`src/gpb_pkg.sv`:
```
/*
 Package for the GPIO pad control bank: register offsets, reset values, widths.
 Assumes a classic Wishbone slave with 32-bit data, one aligned word per register.
*/
package gpb_pkg;
   // =====================================================================
   // Sizes
   localparam int unsigned NUM_PINS   = 24;
   localparam int unsigned LOW_PINS   = 16;
   localparam int unsigned HIGH_PINS  = 8;
   localparam int unsigned ADDR_W     = 12;
   // =====================================================================
   // Register indices, byte address is four times the index
   localparam logic [ADDR_W-1:0] IDX_DIR_LOW    = 12'h300;
   localparam logic [ADDR_W-1:0] IDX_DIR_HIGH   = 12'h302;
   localparam logic [ADDR_W-1:0] IDX_INEN_LOW   = 12'h304;
   localparam logic [ADDR_W-1:0] IDX_INEN_HIGH  = 12'h306;
   localparam logic [ADDR_W-1:0] IDX_PULL_LOW   = 12'h308;
   localparam logic [ADDR_W-1:0] IDX_PULL_HIGH  = 12'h30a;
   localparam logic [ADDR_W-1:0] IDX_LEVEL_LOW  = 12'h30c;
   localparam logic [ADDR_W-1:0] IDX_LEVEL_HIGH = 12'h30e;
   localparam logic [ADDR_W-1:0] IDX_RISE_LOW   = 12'h310;
   localparam logic [ADDR_W-1:0] IDX_RISE_HIGH  = 12'h312;
   localparam logic [ADDR_W-1:0] IDX_IRQ_LOW    = 12'h318;
   localparam logic [ADDR_W-1:0] IDX_IRQ_HIGH   = 12'h31a;
   localparam logic [ADDR_W-1:0] IDX_MASK_LOW   = 12'h320;
   localparam logic [ADDR_W-1:0] IDX_MASK_HIGH  = 12'h322;
   // =====================================================================
   // Reset values
   localparam logic [NUM_PINS-1:0] RST_DIR   = 24'h000000;
   localparam logic [NUM_PINS-1:0] RST_INEN  = 24'h000000;
   localparam logic [NUM_PINS-1:0] RST_PULL  = 24'h00ffff;
   localparam logic [NUM_PINS-1:0] RST_LEVEL = 24'h000000;
   localparam logic [NUM_PINS-1:0] RST_RISE  = 24'h000000;
   localparam logic [NUM_PINS-1:0] RST_IRQ   = 24'h000000;
   localparam logic [NUM_PINS-1:0] RST_MASK  = 24'h000000;
endpackage : gpb_pkg

```
`src/gpb_bank.sv`:
```
/*
 GPIO pad control bank: 24 pins with direction, input enable, pull-down,
 pin level, rising-edge interrupt and mask registers behind classic Wishbone.
 Assumes pin inputs are synchronous to mclk_i and the pad applies the
 pull-down and input-enable outputs.
*/
// The implementer's own choice: the Wishbone interface to the registers.
`timescale 1ns/10ps
module gpb_bank #(
   parameter int unsigned NPIN = gpb_pkg::NUM_PINS
) (
   // Clock and reset
   input  wire logic                 mclk_i,
   input  wire logic                 rst_i,
   // Wishbone slave
   input  wire logic                 wb_cyc_i,
   input  wire logic                 wb_stb_i,
   input  wire logic                 wb_we_i,
   input  wire logic [13:0]          wb_adr_i,
   input  wire logic [3:0]           wb_sel_i,
   input  wire logic [31:0]          wb_dat_i,
   output logic      [31:0]          wb_dat_o,
   output logic                      wb_ack_o,
   // Pins
   input  wire logic [NPIN-1:0]      pin_n_i,
   output logic      [NPIN-1:0]      pin_n_o,
   output logic      [NPIN-1:0]      pin_n_oe_n_o,
   output logic      [NPIN-1:0]      pin_n_ie_o,
   output logic      [NPIN-1:0]      pin_n_pd_o,
   // Interrupt
   output logic                      irq_o
);
   // =====================================================================
   // Register storage
   logic [NPIN-1:0] dir_q, inen_q, pull_q, level_q, rise_q, irq_q, mask_q;
   logic [NPIN-1:0] pin_prev_q, rise_evt;
   logic [NPIN-1:0] irq_clr;
   logic            req, wr_acc, unmapped;
   logic [11:0]     idx;
   logic [31:0]     rd_d;

   assign req    = wb_cyc_i & wb_stb_i & ~wb_ack_o;
   assign idx    = wb_adr_i[13:2];
   assign wr_acc = req & wb_we_i & wb_sel_i[0] & wb_sel_i[1];

   // Merge a low or high half write into a 24-bit register
   function automatic logic [NPIN-1:0] merge(input logic [NPIN-1:0] cur, input logic hi,
                                             input logic [15:0] wd);
      logic [NPIN-1:0] r;
      r = cur;
      if (hi) begin
         r[NPIN-1:16] = wd[NPIN-17:0];
      end else begin
         r[15:0] = wd;
      end
      return r;
   endfunction : merge

   function automatic logic hit(input logic [11:0] a, input logic [11:0] lo);
      return (a == lo) || (a == lo + 12'h002);
   endfunction : hit

   // =====================================================================
   // Configuration registers
   always_ff @(posedge mclk_i) begin
      if (rst_i) begin
         dir_q  <= gpb_pkg::RST_DIR;
         inen_q <= gpb_pkg::RST_INEN;
         pull_q <= gpb_pkg::RST_PULL;
         rise_q <= gpb_pkg::RST_RISE;
         mask_q <= gpb_pkg::RST_MASK;
      end else if (wr_acc) begin
         if (hit(idx, gpb_pkg::IDX_DIR_LOW))
            dir_q <= merge(dir_q, idx[1], wb_dat_i[15:0]);
         if (hit(idx, gpb_pkg::IDX_INEN_LOW))
            inen_q <= merge(inen_q, idx[1], wb_dat_i[15:0]);
         if (hit(idx, gpb_pkg::IDX_PULL_LOW))
            pull_q <= merge(pull_q, idx[1], wb_dat_i[15:0]);
         if (hit(idx, gpb_pkg::IDX_RISE_LOW))
            rise_q <= merge(rise_q, idx[1], wb_dat_i[15:0]);
         if (hit(idx, gpb_pkg::IDX_MASK_LOW))
            mask_q <= merge(mask_q, idx[1], wb_dat_i[15:0]);
      end
   end

   // =====================================================================
   // Output level register
   always_ff @(posedge mclk_i) begin
      if (rst_i) begin
         level_q <= gpb_pkg::RST_LEVEL;
      end else if (wr_acc && hit(idx, gpb_pkg::IDX_LEVEL_LOW)) begin
         level_q <= merge(level_q, idx[1], wb_dat_i[15:0]);
      end
   end

   // =====================================================================
   // Pad drive
   always_ff @(posedge mclk_i) begin
      if (rst_i) begin
         pin_n_o      <= '0;
         pin_n_oe_n_o <= '1;
         pin_n_ie_o   <= '0;
         pin_n_pd_o   <= gpb_pkg::RST_PULL;
      end else begin
         pin_n_o      <= level_q;
         pin_n_oe_n_o <= ~dir_q;
         pin_n_ie_o   <= inen_q;
         pin_n_pd_o   <= pull_q;
      end
   end

   // =====================================================================
   // Rising-edge interrupts
   assign rise_evt = pin_n_i & ~pin_prev_q & rise_q & inen_q;
   assign irq_clr  = (wr_acc && hit(idx, gpb_pkg::IDX_IRQ_LOW)) ?
                     merge('0, idx[1], wb_dat_i[15:0]) : '0;

   always_ff @(posedge mclk_i) begin
      if (rst_i) begin
         pin_prev_q <= '0;
         irq_q      <= gpb_pkg::RST_IRQ;
         irq_o      <= 1'b0;
      end else begin
         pin_prev_q <= pin_n_i;
         irq_q      <= (irq_q & ~irq_clr) | rise_evt;
         irq_o      <= |(((irq_q & ~irq_clr) | rise_evt) & mask_q);
      end
   end

   // =====================================================================
   // Read mux
   function automatic logic [15:0] half(input logic [NPIN-1:0] v, input logic hi);
      return hi ? {8'h00, v[NPIN-1:16]} : v[15:0];
   endfunction : half

   always_comb begin
      logic [NPIN-1:0] lvl;
      lvl      = (dir_q & level_q) | (~dir_q & inen_q & pin_n_i);
      rd_d     = 32'h00000000;
      unmapped = 1'b0;
      if (hit(idx, gpb_pkg::IDX_DIR_LOW))
         rd_d[15:0] = half(dir_q, idx[1]);
      else if (hit(idx, gpb_pkg::IDX_INEN_LOW))
         rd_d[15:0] = half(inen_q, idx[1]);
      else if (hit(idx, gpb_pkg::IDX_PULL_LOW))
         rd_d[15:0] = half(pull_q, idx[1]);
      else if (hit(idx, gpb_pkg::IDX_LEVEL_LOW))
         rd_d[15:0] = half(lvl, idx[1]);
      else if (hit(idx, gpb_pkg::IDX_RISE_LOW))
         rd_d[15:0] = half(rise_q, idx[1]);
      else if (hit(idx, gpb_pkg::IDX_IRQ_LOW))
         rd_d[15:0] = half(irq_q, idx[1]);
      else if (hit(idx, gpb_pkg::IDX_MASK_LOW))
         rd_d[15:0] = half(mask_q, idx[1]);
      else
         unmapped = 1'b1;
   end

   always_ff @(posedge mclk_i) begin
      if (rst_i) begin
         wb_ack_o <= 1'b0;
         wb_dat_o <= 32'h00000000;
      end else begin
         wb_ack_o <= req;
         wb_dat_o <= (req && !unmapped) ? rd_d : 32'h00000000;
      end
   end

   // =====================================================================
   // Checks
   a_inen_reset: assert property (@(posedge mclk_i) rst_i |=> inen_q == '0)
      else $error("input enable not clear after reset");
   a_dir_reset: assert property (@(posedge mclk_i) rst_i |=> dir_q == '0 && pin_n_oe_n_o == '1)
      else $error("direction not input after reset");
   a_pull_reset: assert property (@(posedge mclk_i) rst_i |=> pull_q[15:0] == 16'hffff)
      else $error("low pull-down reset wrong");
   a_level_reset: assert property (@(posedge mclk_i) rst_i |=> level_q == '0)
      else $error("status reset wrong");
   a_ie_follow: assert property (@(posedge mclk_i) disable iff (rst_i) ##1 pin_n_ie_o == $past(inen_q))
      else $error("input enable not driven to pad");
   a_pd_follow: assert property (@(posedge mclk_i) disable iff (rst_i) ##1 pin_n_pd_o == $past(pull_q))
      else $error("pull-down not driven to pad");
   a_out_drive: assert property (@(posedge mclk_i) disable iff (rst_i)
      wr_acc && idx == gpb_pkg::IDX_LEVEL_LOW |-> ##2 pin_n_o[15:0] == $past(wb_dat_i[15:0], 2))
      else $error("output level not driven");
   a_rise_set: assert property (@(posedge mclk_i) disable iff (rst_i)
      rise_evt[0] |=> irq_q[0])
      else $error("rising edge lost");
   a_rise_off: assert property (@(posedge mclk_i) disable iff (rst_i)
      !rise_q[0] && !irq_q[0] |=> !irq_q[0])
      else $error("disabled edge raised interrupt");
   a_high_zero: assert property (@(posedge mclk_i) disable iff (rst_i)
      wb_ack_o && $past(idx[1]) |-> wb_dat_o[31:8] == 24'h000000)
      else $error("upper bits not zero");
   a_irq_out: assert property (@(posedge mclk_i) disable iff (rst_i)
      ##1 irq_o == |(irq_q & $past(mask_q)))
      else $error("interrupt output wrong");
   a_pd_reset: assert property (@(posedge mclk_i) rst_i |=> pin_n_pd_o == gpb_pkg::RST_PULL)
      else $error("pad pull-down reset wrong");
   a_ie_reset: assert property (@(posedge mclk_i) rst_i |=> pin_n_ie_o == '0)
      else $error("pad input enable reset wrong");
   a_irq_reset: assert property (@(posedge mclk_i) rst_i |=> !irq_o && irq_q == '0)
      else $error("interrupt reset wrong");
   a_ack_reset: assert property (@(posedge mclk_i) rst_i |=> !wb_ack_o)
      else $error("ack during reset");

   // =====================================================================
   // Bus handshake checks
   a_ack_pulse: assert property (@(posedge mclk_i) disable iff (rst_i)
      wb_ack_o |=> !wb_ack_o)
      else $error("ack longer than one cycle");
   a_ack_answer: assert property (@(posedge mclk_i) disable iff (rst_i)
      wb_cyc_i && wb_stb_i && !wb_ack_o |=> wb_ack_o)
      else $error("request not acknowledged");
   a_ack_idle: assert property (@(posedge mclk_i) disable iff (rst_i)
      !(wb_cyc_i && wb_stb_i) |=> !wb_ack_o)
      else $error("ack without request");
   a_unmap_zero: assert property (@(posedge mclk_i) disable iff (rst_i)
      wb_ack_o && $past(unmapped) |-> wb_dat_o == 32'h00000000)
      else $error("unmapped read not zero");
   a_upper_zero: assert property (@(posedge mclk_i) disable iff (rst_i)
      wb_ack_o |-> wb_dat_o[31:16] == 16'h0000)
      else $error("read data upper half not zero");
   a_sel_ignore: assert property (@(posedge mclk_i) disable iff (rst_i)
      req && wb_we_i && !(wb_sel_i[0] && wb_sel_i[1]) |=>
      $stable(dir_q) && $stable(inen_q) && $stable(pull_q) && $stable(level_q) && $stable(rise_q) && $stable(mask_q))
      else $error("partial write changed a register");
   a_read_quiet: assert property (@(posedge mclk_i) disable iff (rst_i)
      req && !wb_we_i |=>
      $stable(dir_q) && $stable(inen_q) && $stable(pull_q) && $stable(level_q) && $stable(rise_q) && $stable(mask_q))
      else $error("read changed a register");
   a_unmap_wr: assert property (@(posedge mclk_i) disable iff (rst_i)
      wr_acc && unmapped |=>
      $stable(dir_q) && $stable(inen_q) && $stable(pull_q) && $stable(level_q) && $stable(rise_q) && $stable(mask_q))
      else $error("unmapped write changed a register");

   // =====================================================================
   // Register write checks
   a_dir_wlow: assert property (@(posedge mclk_i) disable iff (rst_i)
      wr_acc && idx == gpb_pkg::IDX_DIR_LOW |=> dir_q[15:0] == $past(wb_dat_i[15:0]))
      else $error("direction low write lost");
   a_dir_whigh: assert property (@(posedge mclk_i) disable iff (rst_i)
      wr_acc && idx == gpb_pkg::IDX_DIR_HIGH |=> dir_q[NPIN-1:16] == $past(wb_dat_i[NPIN-17:0]))
      else $error("direction high write lost");
   a_inen_wlow: assert property (@(posedge mclk_i) disable iff (rst_i)
      wr_acc && idx == gpb_pkg::IDX_INEN_LOW |=> inen_q[15:0] == $past(wb_dat_i[15:0]))
      else $error("input enable low write lost");
   a_inen_whigh: assert property (@(posedge mclk_i) disable iff (rst_i)
      wr_acc && idx == gpb_pkg::IDX_INEN_HIGH |=> inen_q[NPIN-1:16] == $past(wb_dat_i[NPIN-17:0]))
      else $error("input enable high write lost");
   a_pull_wlow: assert property (@(posedge mclk_i) disable iff (rst_i)
      wr_acc && idx == gpb_pkg::IDX_PULL_LOW |=> pull_q[15:0] == $past(wb_dat_i[15:0]))
      else $error("pull-down low write lost");
   a_pull_whigh: assert property (@(posedge mclk_i) disable iff (rst_i)
      wr_acc && idx == gpb_pkg::IDX_PULL_HIGH |=> pull_q[NPIN-1:16] == $past(wb_dat_i[NPIN-17:0]))
      else $error("pull-down high write lost");
   a_level_wlow: assert property (@(posedge mclk_i) disable iff (rst_i)
      wr_acc && idx == gpb_pkg::IDX_LEVEL_LOW |=> level_q[15:0] == $past(wb_dat_i[15:0]))
      else $error("level low write lost");
   a_level_whigh: assert property (@(posedge mclk_i) disable iff (rst_i)
      wr_acc && idx == gpb_pkg::IDX_LEVEL_HIGH |=> level_q[NPIN-1:16] == $past(wb_dat_i[NPIN-17:0]))
      else $error("level high write lost");
   a_rise_wlow: assert property (@(posedge mclk_i) disable iff (rst_i)
      wr_acc && idx == gpb_pkg::IDX_RISE_LOW |=> rise_q[15:0] == $past(wb_dat_i[15:0]))
      else $error("rise enable low write lost");
   a_rise_whigh: assert property (@(posedge mclk_i) disable iff (rst_i)
      wr_acc && idx == gpb_pkg::IDX_RISE_HIGH |=> rise_q[NPIN-1:16] == $past(wb_dat_i[NPIN-17:0]))
      else $error("rise enable high write lost");
   a_mask_wlow: assert property (@(posedge mclk_i) disable iff (rst_i)
      wr_acc && idx == gpb_pkg::IDX_MASK_LOW |=> mask_q[15:0] == $past(wb_dat_i[15:0]))
      else $error("mask low write lost");
   a_mask_whigh: assert property (@(posedge mclk_i) disable iff (rst_i)
      wr_acc && idx == gpb_pkg::IDX_MASK_HIGH |=> mask_q[NPIN-1:16] == $past(wb_dat_i[NPIN-17:0]))
      else $error("mask high write lost");
   a_high_ignore: assert property (@(posedge mclk_i) disable iff (rst_i)
      wr_acc && idx == gpb_pkg::IDX_PULL_HIGH |=> pull_q[15:0] == $past(pull_q[15:0]))
      else $error("high write touched low pins");

   // =====================================================================
   // Register read checks
   a_dir_read: assert property (@(posedge mclk_i) disable iff (rst_i)
      req && !wb_we_i && idx == gpb_pkg::IDX_DIR_LOW |=> wb_dat_o[15:0] == $past(dir_q[15:0]))
      else $error("direction read wrong");
   a_inen_read: assert property (@(posedge mclk_i) disable iff (rst_i)
      req && !wb_we_i && idx == gpb_pkg::IDX_INEN_LOW |=> wb_dat_o[15:0] == $past(inen_q[15:0]))
      else $error("input enable read wrong");
   a_pull_read: assert property (@(posedge mclk_i) disable iff (rst_i)
      req && !wb_we_i && idx == gpb_pkg::IDX_PULL_LOW |=> wb_dat_o[15:0] == $past(pull_q[15:0]))
      else $error("pull-down read wrong");
   a_rise_read: assert property (@(posedge mclk_i) disable iff (rst_i)
      req && !wb_we_i && idx == gpb_pkg::IDX_RISE_LOW |=> wb_dat_o[15:0] == $past(rise_q[15:0]))
      else $error("rise enable read wrong");
   a_mask_read: assert property (@(posedge mclk_i) disable iff (rst_i)
      req && !wb_we_i && idx == gpb_pkg::IDX_MASK_LOW |=> wb_dat_o[15:0] == $past(mask_q[15:0]))
      else $error("mask read wrong");
   a_irq_read: assert property (@(posedge mclk_i) disable iff (rst_i)
      req && !wb_we_i && idx == gpb_pkg::IDX_IRQ_LOW |=> wb_dat_o[15:0] == $past(irq_q[15:0]))
      else $error("interrupt status read wrong");
   a_out_read: assert property (@(posedge mclk_i) disable iff (rst_i)
      req && !wb_we_i && idx == gpb_pkg::IDX_LEVEL_LOW && dir_q[0] |=> wb_dat_o[0] == $past(level_q[0]))
      else $error("output pin status read wrong");
   a_in_read: assert property (@(posedge mclk_i) disable iff (rst_i)
      req && !wb_we_i && idx == gpb_pkg::IDX_LEVEL_LOW && !dir_q[0] && inen_q[0] |=>
      wb_dat_o[0] == $past(pin_n_i[0]))
      else $error("input pin status read wrong");

   // =====================================================================
   // Pad and interrupt checks
   a_oe_follow: assert property (@(posedge mclk_i) disable iff (rst_i)
      ##1 pin_n_oe_n_o == ~$past(dir_q))
      else $error("output enable not driven to pad");
   a_out_follow: assert property (@(posedge mclk_i) disable iff (rst_i)
      ##1 pin_n_o == $past(level_q))
      else $error("output level not following register");
   a_rise_low: assert property (@(posedge mclk_i) disable iff (rst_i)
      pin_n_i[0] && !pin_prev_q[0] && rise_q[0] && inen_q[0] |=> irq_q[0])
      else $error("enabled rising edge on low pin lost");
   a_rise_high: assert property (@(posedge mclk_i) disable iff (rst_i)
      pin_n_i[16] && !pin_prev_q[16] && rise_q[16] && inen_q[16] |=> irq_q[16])
      else $error("enabled rising edge on high pin lost");
   a_irq_hold: assert property (@(posedge mclk_i) disable iff (rst_i)
      irq_q[0] && !irq_clr[0] |=> irq_q[0])
      else $error("status bit not sticky");
   a_irq_clear: assert property (@(posedge mclk_i) disable iff (rst_i)
      irq_clr[0] && !rise_evt[0] |=> !irq_q[0])
      else $error("status bit not cleared");
   a_irq_quiet: assert property (@(posedge mclk_i) disable iff (rst_i)
      !irq_q[0] && !rise_evt[0] |=> !irq_q[0])
      else $error("status bit set without event");
   a_irq_raise: assert property (@(posedge mclk_i) disable iff (rst_i)
      irq_q[0] && !irq_clr[0] && mask_q[0] |=> irq_o)
      else $error("unmasked status did not raise interrupt");
   a_irq_masked: assert property (@(posedge mclk_i) disable iff (rst_i)
      mask_q == '0 |=> !irq_o)
      else $error("interrupt raised while fully masked");
endmodule : gpb_bank

```
`config.mk`:
```
export PLATFORM = sky130hd
export DESIGN_NAME = gpb_bank
export DESIGN_NICKNAME = d
export VERILOG_FILES = /design/src/gpb_pkg.sv /design/src/gpb_bank.sv
export SDC_FILE = /design/constraint.sdc
export NUM_CORES = 1
export LEC_CHECK = 0
export ABC_AREA = 1
export BUFFER_PORTS_ARGS = -buffer_cell sky130_fd_sc_hd__buf_2
export CAP_MARGIN = 15
export CORE_UTILIZATION = 43
export DETAILED_ROUTE_END_ITERATION = 8
export MAX_ROUTING_LAYER = met4
export PLACE_DENSITY = 0.62
export RECOVER_POWER = 50
export SYNTH_ARGS = -nofsm -noshare
export SYNTH_HDL_FRONTEND = slang
export SYNTH_SLANG_ARGS = --single-unit
```
`constraint.sdc`:
```
create_clock -name mclk_i -period 2.4 [get_ports mclk_i]
set_input_delay 0.6 -clock mclk_i [delete_from_list [all_inputs] [get_ports mclk_i]]
set_output_delay 0.6 -clock mclk_i [all_outputs]
set_load 0.005 [all_outputs]
```
==> metrics.md <==
| Metric | Value |
|---|---|
| Die Ht | `171 um` |
| Synth top area cells | `dfxtp_1 50%, nand2_1 11%, nor2_1 6.6%, inv_1 4.7%, a211oi_1 4.7%` |
| Die footprint | `0.0292 mm^2` |
| Seq/Total Area, Yosys | `50.0%` |
| DRT Pass-1 Iters | `8` |
| CP Cell Sequence | `clkbuf_2, clkbuf_1, nor2_1, nand2_1, o31ai_1` |
| DP Area | `0.0139 mm^2` |
| Worst hold path stage count | `3` |
| Final Max Tran Viols | `0` |
| Maximum number of pins on one net before global-route repair | `85` |
| Grt ovf | `0` |
| Num CTS Buffers | `34` |
| RSZ-0062 raised after global routing | `no` |
| Wire per inst | `18.1 um` |
| Overall global routing resource usage | `28.4%` |
| Fin. Hold Viols | `0` |
| Synthesized flop and latch total | `306` |
| Clock buffer depth | `3` |
| Worst-path clk slew | `0.06 ns` |
| Cell area after layout | `0.0150 mm^2` |
| PwrDens | `719 mW/mm^2` |
| Commonest non-fill, non-tap cells in the layout | `350 x nand2_1, 306 x dfxtp_1, 214 x nor2_1` |
| Post-synthesis cell type count | `35` |
| Synth top area share | `50.0%` |
| Initial core utilization | `43.9%` |
| Share of layout cells above drive strength 1 | `15.9%` |
| Placement Setup Slack | `-0.0770 ns` |
| Slowest stage cell on the critical path | `clkbuf_2` |
| Largest area contributor in the netlist | `dfxtp_1` |
| Req. time, crit path | `2.77 ns` |
| Starting DRT DRC Count | `1172` |
| FF-to-FF path depth | `12` |
| Via count | `11400` |
| TritonCTS clock tree | `yes` |
| Clock Latency Late Sink | `0.51 ns` |
| Post-cts hold buffer count | `0` |
| Commonest non-fill, non-tap cell in the layout | `nand2_1` |
| Routed Antenna Nets | `0` |
| First-pass GRT wire length | `60300 um` |
| Routed wire length | `40100 um` |
| Post-Syn Area | `0.0123 mm^2` |
| Resized cells post-CTS | `0` |
| Synth Warn # | `0` |
| DRC viols | `0` |
| Die width | `171 um` |
| Core area | `0.0279 mm^2` |
| Area grow syn2layout | `22.1%` |
| Fill count | `2787` |
| H-Tree Depth | `2` |
| Critical path data arrival time | `2.45 ns` |
| Post-route clock period utilization | `86.4%` |
| Tmin final | `2.07 ns` |
| Worst slew margin | `27.2%` |
| Row cnt | `61` |
| Nets | `1890` |
| Critical Path End Type | `flip-flop` |
| Worst setup margin | `0.326 ns` |
| Avg Cell Area, Syn | `7.56 um^2` |
| Startpoint Class | `input port` |
| Antenna violations before repair | `1` |
| Leakage power | `6.51 nW` |
| Peak supply drop | `0.000372 V` |
| Vias per cell | `5.17` |
| Max Cap Viol | `0` |
| Worst hold path type | `in -> reg` |
| Cells after Synth | `1621` |
| Clock Sink Count | `306` |
| Fmax | `0.482 GHz` |
| Postcts setup bufs | `0` |
| CP Class | `in -> reg` |
| Vias in the first global route | `10300` |
| Dpl hpwl | `29300 um` |
| Worst-path fanout max | `41` |
| Critical Path Max Stage Delay | `0.78 ns` |
| Root Driver | `clkbuf_16` |
| Clk_skew | `0.00912 ns` |
| Status | `complete, no violations` |
| Final GP Congestion | `0.929` |
| Worst Tran Pin Value | `1.09 ns` |
| Final setup vio count | `0` |
| Io pins | `209` |
| Input/output buffers | `172` |
where the power goes:
| group | total [mW] | switching, mW | internal, mW |
|---|---|---|---|
| Clock | 5.21 | 2.05 | 3.17 |
| Combinational | 0.439 | 0.324 | 0.116 |
| Sequential | 5.11 | 0.00651 | 5.10 |
| Total | 10.8 | 2.38 | 8.38 |
synth_stat cells:
cell type,count
inv_2,10
a21boi_0,2
inv_1,155
buf_2,25
nor3_4,2
nand3_1,83
nand3_2,1
buf_4,17
or2_2,1
o2111a_1,1
clkbuf_1,51
buf_1,10
o211ai_1,30
nand4_1,26
conb_1,1
nand3b_1,3
o31ai_1,15
o21ai_1,4
nor2_4,6
a32oi_1,2
o21bai_1,8
o32ai_1,4
or2_1,1
clkbuf_2,1
nor3_1,9
a2111oi_0,2
nor2_2,11
nor2_1,215
nand2_2,4
a21oi_1,83
mux2i_1,1
a211oi_1,77
o21ai_0,104
nand2_1,350
dfxtp_1,306
worst max-delay path, delay by kind of cell:
family                 cells  cell delay, ns
and+or+nand+nor            2            0.30
buffers and inverters      2            1.47
AOI/OAI and AO/OA          1            0.06
routing by layer:
layer | share of wire, % | global-route usage (%)
met5 | 0 | -
met4 | 2.6 | 9.47
met3 | 7.6 | 4.56
met2 | 41 | 38.8
met1 | 49 | 41.9
state kept, by name, indices dropped and copies added, names as in the netlist, 16 cells and up:
| signal | count |
|---|---|
| dir_q | 24 |
| inen_q | 24 |
| irq_q | 24 |
| level_q | 24 |
| mask_q | 24 |
| pin_n_ie_o | 24 |
| pin_n_o | 24 |
| pin_n_oe_n_o | 24 |
| pin_n_pd_o | 24 |
| pin_prev_q | 24 |
| pull_q | 24 |
| rise_q | 24 |
| wb_dat_o | 16 |
final timing paths:
kind | to | startpoint | slack, ns
setup / recovery | level_q[8] | rst_i | 0.33
hold reg to reg | pin_n_oe_n_o[9] | dir_q[9] | 0.41
hold / removal | pin_prev_q[12] | pin_n_i[12] | 0.31
setup reg to reg | irq_o | wb_ack_o | 0.59
kinds of logic (layout without fill, tap and decap cells):
family,Yosys count,count (layout),synth area share (%)
muxes,1,1,0.0817
other,1,17,0.0306
DFF,306,306,50.0
buffers and inverters,269,467,9.02
and+or+nand+nor,712,712,24.3
AOI/OAI and AO/OA,332,332,16.5
per-stage QoR:
| step | std cells | power [mW] | setup TNS (ns) | hold slack [ns] | util [%] |
|---|---|---|---|---|---|
| 6_report | 2213 | 10.8 | 0 | 0.315 | 53.6 |
| 5_1_grt | 2213 | 11.1 | 0 | 0.317 | 53.6 |
| 4_1_cts | 2212 | 10.8 | 0 | 0.313 | 53.8 |
| 3_5_place_dp | 2153 | 5.65 | -0.471 | 0.397 | 49.8 |
| 3_3_place_gp | 2153 | 5.65 | -0.0564 | 0.395 | 49.8 |
| 2_1_floorplan | 1636 | 5.46 | 0 | 0.380 | - |
area by class of cell:
class                           instances  area [um^2]  area share, %
Sequential cell                       306         6130           40.9
Tap cell                              378          473           3.16
Inverter                              165          619           4.14
Clock buffer                           51         1030           6.86
Multi-Input combinational cell       1061         5080           34.0
Timing Repair Buffer                  243         1540           10.3
Antenna cell                            1         2.50         0.0167
Clock inverter                          8         97.6          0.652
No activity file was read; power rests on OpenSTA's default activity.
